===== config.mk =====
export PLATFORM = sky130hd
export DESIGN_NAME = pmic_enable_config_registers
export DESIGN_NICKNAME = d
export VERILOG_FILES = /design/src/core/pmic_cfg_pkg.sv /design/src/core/pmic_enable_config_registers.sv /design/src/core/ms_tick_div.sv
export SDC_FILE = /design/constraint.sdc
export NUM_CORES = 1
export LEC_CHECK = 0
export BUFFER_PORTS_ARGS = -buffer_cell sky130_fd_sc_hd__buf_2
export CORE_MARGIN = 2
export CORE_UTILIZATION = 58
export CTS_CLUSTER_SIZE = 12
export DETAILED_ROUTE_END_ITERATION = 10
export PLACE_DENSITY = 0.83
export REMOVE_ABC_BUFFERS = 1
export SETUP_SLACK_MARGIN = 0.2
export SLEW_MARGIN = 30
export SYNTH_ARGS = -nofsm -noshare
export SYNTH_HDL_FRONTEND = slang
export SYNTH_SLANG_ARGS = --single-unit

===== constraint.sdc =====
create_clock -name clk_i -period 3.14 [get_ports clk_i]
set_input_delay 0.471 -clock clk_i [delete_from_list [all_inputs] [get_ports clk_i]]
set_output_delay 0.471 -clock clk_i [all_outputs]
set_load 0.005 [all_outputs]

===== src/core/pmic_cfg_pkg.sv =====
// Constants for the enable and configuration register bank.
// Assumes a 50 MHz system clock; register offsets are device subaddresses.
`default_nettype none
package pmic_cfg_pkg;

   // Subaddresses
   localparam logic [7:0] ADDR_PASSWORD      = 8'h10;
   localparam logic [7:0] ADDR_OUTPUT_ENABLE = 8'h12;
   localparam logic [7:0] ADDR_CFG_SUP       = 8'h13;
   localparam logic [7:0] ADDR_CFG_RST       = 8'h14;

   // Reset values
   localparam logic [7:0] RST_OUTPUT_ENABLE  = 8'h00;
   localparam logic [7:0] RST_CFG_SUP        = 8'h4c;
   localparam logic [7:0] RST_CFG_RST        = 8'hc0;

   // Writable bits; reserved read-only bits are zero here
   localparam logic [7:0] WMASK_OUTPUT_ENABLE = 8'h7f;
   localparam logic [7:0] WMASK_CFG_SUP       = 8'hff;
   localparam logic [7:0] WMASK_CFG_RST       = 8'hcf;

   // Output-enable register fields
   localparam int BIT_LINEAR_REG_ON  = 0;
   localparam int BIT_LOAD_SWITCH_ON = 3;
   localparam int BIT_FIRST_GP_LVL   = 4;
   localparam int BIT_SECOND_GP_LVL  = 6;

   // Supervisor and timing register fields
   localparam int BIT_PB_RESET_TIME  = 7;
   localparam int BIT_PIN_FUNC_SEL   = 5;
   localparam int POS_PG_DELAY       = 3;
   localparam int BIT_SUP_TIGHT      = 2;
   localparam int POS_UNDERVOLTAGE_LOCK_THRESHOLD_THRESH    = 0;

   // Reset-pin and switch-limit register fields
   localparam int BIT_WARM_RST_SEL   = 7;
   localparam int BIT_UNDERVOLTAGE_LOCK_THRESHOLD_HYST      = 6;
   localparam int POS_LS_ILIM        = 2;

   // Times
   localparam int CLK_HZ             = 50_000_000;
   localparam int TICK_US            = 1000;
   localparam int TICK_CYCLES        = (CLK_HZ / 1_000_000) * TICK_US;
   localparam int PB_HOLD_SHORT_MS   = 8000;
   localparam int PB_HOLD_LONG_MS    = 15000;
   localparam int PG_DELAY0_MS       = 10;
   localparam int PG_DELAY1_MS       = 20;
   localparam int PG_DELAY2_MS       = 50;
   localparam int PG_DELAY3_MS       = 150;

   localparam int MS_CNT_W           = 14;
   localparam int PG_CNT_W           = 8;

   // Unlock key, value arbitrary
   localparam logic [7:0] PASSWORD_KEY = 8'h5a;

endpackage : pmic_cfg_pkg
`default_nettype wire


===== src/core/pmic_enable_config_registers.sv =====
// Enable and configuration registers of the power-management device,
// with push-button reset timer and power-good delay.
// Assumes an I2C front end that presents decoded single-byte accesses
// on the reg_* port, and a sequencer and supervisor on the same clock.
//
// Contract
// - Output bit 6 zero pulls second pin low
// - Warm-reset select makes second level bit inert
// - Output bit 4 zero pulls first pin low
// - Pin-function select makes first level bit inert
// - Bit 3 switches load switch, resets off
// - Bit 0 enables LDO; sequencer updates it
// - Bit 7 selects push-button hold 8/15 s
// - Power-good delay field decodes 10/20/50/150 ms
// - Delay applies only to power-good rising
// - Strictness zero: wide limits, no overvoltage
// - Strictness one (reset): tight limits, overvoltage
// - Warm-reset select sets second pin role
// - Current-limit field decodes 100/200/500/1000 mA
// - Output-enable register at 0x12, zero, protected
`default_nettype none
module pmic_enable_config_registers
   import pmic_cfg_pkg::*;
#(
   parameter int TICK_CLKS = pmic_cfg_pkg::TICK_CYCLES
) (
   input  wire logic       clk_i,
   input  wire logic       rst_b_i,
   // Register access from the serial front end
   input  wire logic [7:0] reg_addr_i,
   input  wire logic [7:0] reg_wdata_i,
   input  wire logic       reg_wr_i,
   input  wire logic       reg_rd_i,
   output logic      [7:0] reg_rdata_o,
   output logic            reg_ack_o,
   output logic            reg_wr_refused_o,
   // Sequencer updates of the LDO enable
   input  wire logic       seq_ldo_on_i,
   input  wire logic       seq_ldo_off_i,
   // Raw supervisor result and push-button pin
   input  wire logic       pg_raw_i,
   input  wire logic       push_button_b_i,
   // General-purpose pins, open drain
   output logic            first_gp_output_pin_o,
   output logic            first_gp_output_pin_oe_b_o,
   input  wire logic       second_gp_pin_i,
   output logic            second_gp_pin_o,
   output logic            second_gp_pin_oe_b_o,
   // Controls to the analog side
   output logic            linear_reg_on_o,
   output logic            load_switch_on_o,
   output logic      [1:0] load_switch_current_limit_o,
   output logic            supervisor_tight_sel_o,
   output logic            overvoltage_monitor_on_o,
   output logic      [1:0] undervoltage_lock_threshold_o,
   output logic            undervoltage_lock_hysteresis_o,
   output logic            warm_reset_pin_select_o,
   output logic            warm_reset_b_o,
   output logic            power_good_o,
   output logic            pb_reset_o
);
   import pmic_cfg_pkg::*;

   initial begin
      if (TICK_CLKS < 2) $error("TICK_CLKS must be at least 2");
   end

   typedef struct packed {
      logic [7:0]          output_enable_second;
      logic [7:0]          config_supervisor_timing;
      logic [7:0]          config_reset_pin_switch_limit;
      logic                unlocked;
      logic [7:0]          rdata;
      logic                ack;
      logic                refused;
      logic                pb_meta;
      logic                pb_sync;
      logic                rst_meta;
      logic                rst_sync;
      logic [MS_CNT_W-1:0] pb_cnt;
      logic                pb_fired;
      logic                pb_pulse;
      logic [PG_CNT_W-1:0] pg_cnt;
      logic                pg;
      logic                first_oe_b;
      logic                second_oe_b;
      logic                warm_rst_b;
   } state_s;

   state_s cur;
   state_s next_cur;
   logic   tick;
   logic   tick_clr;

   // Restart the millisecond base when neither timer is running, so a delay
   // begun while the other timer is idle starts on a full period and is never shorter than programmed
   assign tick_clr = cur.pb_sync & ~(pg_raw_i & ~cur.pg);

   ms_tick_div #(
      .CYCLES (TICK_CLKS)
   ) u_tick (
      .clk_i   (clk_i),
      .rst_b_i (rst_b_i),
      .clr_i   (tick_clr),
      .tick_o  (tick)
   );

   function automatic logic [PG_CNT_W-1:0] pg_delay_ms(input logic [1:0] sel);
      case (sel)
         2'b00:   pg_delay_ms = PG_CNT_W'(PG_DELAY0_MS);
         2'b01:   pg_delay_ms = PG_CNT_W'(PG_DELAY1_MS);
         2'b10:   pg_delay_ms = PG_CNT_W'(PG_DELAY2_MS);
         default: pg_delay_ms = PG_CNT_W'(PG_DELAY3_MS);
      endcase
   endfunction : pg_delay_ms

   logic                protected_hit;
   logic [1:0]          pg_sel;
   logic [MS_CNT_W-1:0] pb_hold;
   logic                first_func;
   logic                warm_sel;

   always_comb begin
      next_cur         = cur;
      next_cur.ack     = 1'b0;
      next_cur.refused = 1'b0;
      next_cur.pb_pulse = 1'b0;

      protected_hit = (reg_addr_i == ADDR_OUTPUT_ENABLE) ||
                      (reg_addr_i == ADDR_CFG_SUP) ||
                      (reg_addr_i == ADDR_CFG_RST);

      // Register writes
      if (reg_wr_i) begin
         next_cur.ack      = 1'b1;
         next_cur.unlocked = 1'b0;
         if (reg_addr_i == ADDR_PASSWORD) begin
            next_cur.unlocked = (reg_wdata_i == PASSWORD_KEY);
         end else if (protected_hit && !cur.unlocked) begin
            next_cur.refused = 1'b1;
         end else if (reg_addr_i == ADDR_OUTPUT_ENABLE) begin
            next_cur.output_enable_second = reg_wdata_i & WMASK_OUTPUT_ENABLE;
         end else if (reg_addr_i == ADDR_CFG_SUP) begin
            next_cur.config_supervisor_timing = reg_wdata_i & WMASK_CFG_SUP;
         end else if (reg_addr_i == ADDR_CFG_RST) begin
            next_cur.config_reset_pin_switch_limit = reg_wdata_i & WMASK_CFG_RST;
         end
      end

      // Sequencer wins over a host write in the same cycle
      if (seq_ldo_on_i) begin
         next_cur.output_enable_second[BIT_LINEAR_REG_ON] = 1'b1;
      end else if (seq_ldo_off_i) begin
         next_cur.output_enable_second[BIT_LINEAR_REG_ON] = 1'b0;
      end

      // Register reads; password and unmapped addresses read zero
      if (reg_rd_i) begin
         next_cur.ack = 1'b1;
         case (reg_addr_i)
            ADDR_OUTPUT_ENABLE: next_cur.rdata = cur.output_enable_second;
            ADDR_CFG_SUP:       next_cur.rdata = cur.config_supervisor_timing;
            ADDR_CFG_RST:       next_cur.rdata = cur.config_reset_pin_switch_limit;
            default:            next_cur.rdata = 8'h00;
         endcase
      end

      // Pin synchronisers
      next_cur.pb_meta  = push_button_b_i;
      next_cur.pb_sync  = cur.pb_meta;
      next_cur.rst_meta = second_gp_pin_i;
      next_cur.rst_sync = cur.rst_meta;

      // Push-button reset hold timer
      pb_hold = cur.config_supervisor_timing[BIT_PB_RESET_TIME] ?
                MS_CNT_W'(PB_HOLD_LONG_MS) : MS_CNT_W'(PB_HOLD_SHORT_MS);
      if (cur.pb_sync) begin
         next_cur.pb_cnt   = '0;
         next_cur.pb_fired = 1'b0;
      end else if (tick && !cur.pb_fired) begin
         if (cur.pb_cnt == pb_hold - MS_CNT_W'(1)) begin
            next_cur.pb_fired = 1'b1;
            next_cur.pb_pulse = 1'b1;
         end else begin
            next_cur.pb_cnt = cur.pb_cnt + MS_CNT_W'(1);
         end
      end

      // Power-good: delayed rise, immediate fall
      pg_sel = cur.config_supervisor_timing[POS_PG_DELAY +: 2];
      if (!pg_raw_i) begin
         next_cur.pg     = 1'b0;
         next_cur.pg_cnt = '0;
      end else if (!cur.pg && tick) begin
         if (cur.pg_cnt == pg_delay_ms(pg_sel) - PG_CNT_W'(1)) begin
            next_cur.pg = 1'b1;
         end else begin
            next_cur.pg_cnt = cur.pg_cnt + PG_CNT_W'(1);
         end
      end

      // Open-drain pins: enable low means pulling low
      first_func = cur.config_supervisor_timing[BIT_PIN_FUNC_SEL];
      warm_sel   = cur.config_reset_pin_switch_limit[BIT_WARM_RST_SEL];
      next_cur.first_oe_b = first_func |
                            cur.output_enable_second[BIT_FIRST_GP_LVL];
      next_cur.second_oe_b = warm_sel |
                             cur.output_enable_second[BIT_SECOND_GP_LVL];
      // Warm reset follows the pin only in its input role
      next_cur.warm_rst_b = ~warm_sel | cur.rst_sync;
   end

   always_ff @(posedge clk_i or negedge rst_b_i) begin
      if (!rst_b_i) begin
         cur                               <= '0;
         cur.output_enable_second          <= RST_OUTPUT_ENABLE;
         cur.config_supervisor_timing      <= RST_CFG_SUP;
         cur.config_reset_pin_switch_limit <= RST_CFG_RST;
         cur.pb_meta                       <= 1'b1;
         cur.pb_sync                       <= 1'b1;
         cur.rst_meta                      <= 1'b1;
         cur.rst_sync                      <= 1'b1;
         cur.first_oe_b                    <= 1'b1;
         cur.second_oe_b                   <= 1'b1;
         cur.warm_rst_b                    <= 1'b1;
      end else begin
         cur <= next_cur;
      end
   end

   // Outputs straight from state flops; open-drain pin data tied low
   assign reg_rdata_o                    = cur.rdata;
   assign reg_ack_o                      = cur.ack;
   assign reg_wr_refused_o               = cur.refused;
   assign first_gp_output_pin_o          = 1'b0;
   assign first_gp_output_pin_oe_b_o     = cur.first_oe_b;
   assign second_gp_pin_o                = 1'b0;
   assign second_gp_pin_oe_b_o           = cur.second_oe_b;
   assign linear_reg_on_o                = cur.output_enable_second[BIT_LINEAR_REG_ON];
   assign load_switch_on_o               = cur.output_enable_second[BIT_LOAD_SWITCH_ON];
   assign load_switch_current_limit_o    = cur.config_reset_pin_switch_limit[POS_LS_ILIM +: 2];
   assign supervisor_tight_sel_o         = cur.config_supervisor_timing[BIT_SUP_TIGHT];
   assign overvoltage_monitor_on_o       = cur.config_supervisor_timing[BIT_SUP_TIGHT];
   assign undervoltage_lock_threshold_o  = cur.config_supervisor_timing[POS_UNDERVOLTAGE_LOCK_THRESHOLD_THRESH +: 2];
   assign undervoltage_lock_hysteresis_o = cur.config_reset_pin_switch_limit[BIT_UNDERVOLTAGE_LOCK_THRESHOLD_HYST];
   assign warm_reset_pin_select_o        = cur.config_reset_pin_switch_limit[BIT_WARM_RST_SEL];
   assign warm_reset_b_o                 = cur.warm_rst_b;
   assign power_good_o                   = cur.pg;
   assign pb_reset_o                     = cur.pb_pulse;
endmodule : pmic_enable_config_registers
`default_nettype wire


===== src/core/ms_tick_div.sv =====
// Divider giving a one-cycle enable pulse every CYCLES clocks.
// Assumes one clock domain; clearing restarts a full period.
`default_nettype none
module ms_tick_div #(
   parameter int CYCLES = 50000
) (
   input  wire logic clk_i,
   input  wire logic rst_b_i,
   input  wire logic clr_i,
   output logic      tick_o
);
   localparam int W = $clog2(CYCLES);

   typedef struct packed {
      logic [W-1:0] cnt;
      logic         tick;
   } state_s;

   state_s cur;
   state_s next_cur;

   initial begin
      if (CYCLES < 2) $error("ms_tick_div: CYCLES must be at least 2");
   end

   always_comb begin
      next_cur      = cur;
      next_cur.tick = 1'b0;
      if (clr_i) begin
         next_cur.cnt = '0;
      end else if (cur.cnt == W'(CYCLES - 1)) begin
         next_cur.cnt  = '0;
         next_cur.tick = 1'b1;
      end else begin
         next_cur.cnt = cur.cnt + W'(1);
      end
   end

   always_ff @(posedge clk_i or negedge rst_b_i) begin
      if (!rst_b_i) begin
         cur <= '0;
      end else begin
         cur <= next_cur;
      end
   end

   assign tick_o = cur.tick;
endmodule : ms_tick_div
`default_nettype wire


==> run metrics <==
Worst Hold Class=in2async; Via density=between 5 and 6; Layout Nets=about 430; H-tree levels=3; antenna viol nets, final=0; Hold-fix buffers, CTS=0; Inserted Clock Buffers=9; Synth Area per Inst=10.7 um^2; pwr/cell area=466 nW/um^2; Area Overhead vs Synth=10.8%; Worst setup SP type=register; Total GRT Usage=between 20% and 30%; ys async rst share=between 90% and 100%; ys flop type=dfrtp_1; LEAKAGE=1.97 nW; Final Setup Violations=0; via count=between 2,000 and 3,000; Initial Util=roughly three fifths; #FFs+latches synth=about 80; Critical Setup Path Class=reg2reg; Residual DRC=0; CTS tree=built; vias in the first global route=2,683; Worst EP required=between 3 and 4 ns; clk_skew=0.00938 ns; kind of end point of the critical path=register; CTS Root Cell=clkbuf_8; Detail Placement HPWL=just over 5000 um; met3 global-route usage=under 10%; IO Pins=52; RSZ-0062 raised after global routing=false; DP Area=4150 um^2; Slowest cell on crit path=a2111oi_4; arrival time worst endpoint=between 2 and 2.5 ns; maximum clock path buffer count=2; first-pass GRT wire length=12,700 um; CTS resizes=0; Pins Over Slew Limit=0; status=completed; first-pass detailed-route iteration total=4; design area=between 4000 and 5000 um^2; register area share after synthesis=about half; Fin. Hold Viols=0; Max-Slew Margin vs Limit=a little over half; Most Crowded Layer GR=met2; Max Cap Violations=0; crit-path max FO=14; layout cells sized above 1=between 20 and 30%; clk_lat worst skew=about 0.35 ns; final global-route overflow total=0; total setup buffers inserted after CTS=0; Post-synth EDFFs=0; setup_tns=0 ns; initial antenna violation count=0; Floorplan Core Area=between 6000 and 7000 um^2; Mapped Area=just under 4000 um^2; met1 GRT Util=between 20% and 30%; # port buffers=49; Max IR drop VDD=360 uV; Buf/Inv on CP=0; die extent in x=between 80 and 90 um; row cnt=30; crit-path leading delay family=compound AO/OA/AOI/OAI gates; die height=86.5 um; GR Util met2=between 30% and 40%; 1st-iter DRT viols=164; die area=~7500 um^2; YS warnings=0; max incr delay on CP=around 0.73 ns; fin crit period=between 2 and 2.5 ns; ANT cells=0; DRT Wirelength=about 7700 um; Worst-Margin Slew=a little over 0.7 ns; Worst-path clk slew=about 0.090 ns; cell count after synthesis=between 300 and 400; RePlAce Congestion=approximately 0.86; worst-path cell chain=and4bb_1, nand4b_2, a2111oi_4, nor4_1, mux2_1; pin count of the biggest net entering global routing=about 80; final worst-path cycle share=between 70% and 80%; Netlist cell types=57; FMAX=~450 MHz; clock sink count=81; Routed WL per cell=between 15 and 20 um
registers in the layout, summed over array words and instances, names as in the netlist:
| signal | flops |
|---|---|
| cur | 40 |
| u_tick.cur | 16 |
| reg_rdata_o | 8 |
| load_switch_current_limit_o | 2 |
| undervoltage_lock_threshold_o | 2 |
| first_gp_output_pin_oe_b_o | 1 |
| linear_reg_on_o | 1 |
| load_switch_on_o | 1 |
| overvoltage_monitor_on_o | 1 |
| pb_reset_o | 1 |
| power_good_o | 1 |
| reg_ack_o | 1 |
| reg_wr_refused_o | 1 |
| second_gp_pin_oe_b_o | 1 |
| u_tick.tick_o | 1 |
| undervoltage_lock_hysteresis_o | 1 |
| warm_reset_b_o | 1 |
| warm_reset_pin_select_o | 1 |
cell usage in the layout, fill, tap and decap left out, types with 12 or more instances in the layout:
| cell | count |
|---|---|
| dfrtp_1 | 69 |
| buf_2 | 48 |
| nor2_1 | 42 |
| nand2_1 | 23 |
| mux2_2 | 21 |
| a21oi_1 | 18 |
| nand3_1 | 15 |
| xor2_1 | 15 |
| inv_1 | 14 |
| dfstp_2 | 12 |
cells by family (layout without fill, tap and decap cells):
logic type	count (synthesis)	count (layout)	synth area share [%]
mux	33	33	9.19
flops	81	81	51.7
buf+inv	38	80	5.35
fa+ha+maj	3	3	0.950
compound gates	45	45	7.29
simple gates	145	145	20.6
other cells	1	2	0.0949
xor+xnor	22	22	4.88
final cells by class:
cell class / count / area (um^2)
Timing Repair Buffer: 50 / 259
Fill cell: 523 / 2310
Tap cell: 80 / 100
Multi-Input combinational cell: 250 / 1700
Sequential cell: 81 / 2040
Clock buffer: 11 / 141
Inverter: 14 / 52.6
Clock inverter: 5 / 80.1
worst paths after layout:
check | from | endpoint | slack [ns] | depth (start not counted)
setup / recovery | cur[21]$_DFFE_PN0P_ | cur[19]$_DFFE_PN0P_ | 0.92 | 5
setup reg to reg | cur[21]$_DFFE_PN0P_ | cur[19]$_DFFE_PN0P_ | 0.92 | 5
hold reg to reg | cur[31]$_DFF_PN1_ | cur[30]$_DFF_PN1_ | 0.36 | 0
hold / removal | rst_b_i | reg_rdata_o[5]$_DFFE_PN0P_ | 0.11 | 1
min in group clk_i | push_button_b_i | cur[31]$_DFF_PN1_ | 0.21 | 1
max in group asynchronous | rst_b_i | u_tick.cur[1]$_DFF_PN0_ | 2.50 | 1
metrics by stage:
step	util, %	hold slack [ns]	std cells	setup WS [ns]	power [W]
6_report	65.5	0.108	491	0.917	0.00204
5_1_grt	65.5	0.196	491	0.788	0.00212
4_1_cts	65.4	0.200	491	0.916	0.00205
3_5_place_dp	62.1	0.348	475	0.935	0.00122
3_3_place_gp	62.1	0.345	475	1.02	0.00121
2_1_floorplan	-	0.175	345	1.16	0.00115
worst reg2reg max path: stages (launching register included):
cell	delay (ns)
dfrtp_1	0.44
and4bb_1	0.30
nand4b_2	0.14
a2111oi_4	0.73
nor4_1	0.17
mux2_1	0.34
report_power, final:
part | switching (W) | internal [W] | leakage, nW | total (W)
Combinational | 0.0000637 | 0.0000402 | 0.783 | 0.000104
Clock | 0.000374 | 0.000469 | 0.106 | 0.000843
Sequential | 0.0000254 | 0.00107 | 1.08 | 0.00109
cells in the mapped netlist, drive strengths merged (9+ instances only):
library cell	instances	area share, %
nand2	23	2.2
inv	14	1.3
mux2	23	6.7
buf	19	3.5
a21oi	18	2.3
dfrtp	69	44
mux2i	10	2.5
xor2	15	3.3
nand3	16	2.2
dfstp	12	8.0
o21ai	9	1.1
nor2	43	4.1
layer usage:
layer  wire length [um]  vias up
met4                121        0
met1               3350     1357
met3                397       11
met5                  0        -
li1                   -     1343
met2               3800       79
Note: power is estimated with default switching activity, not from simulation.
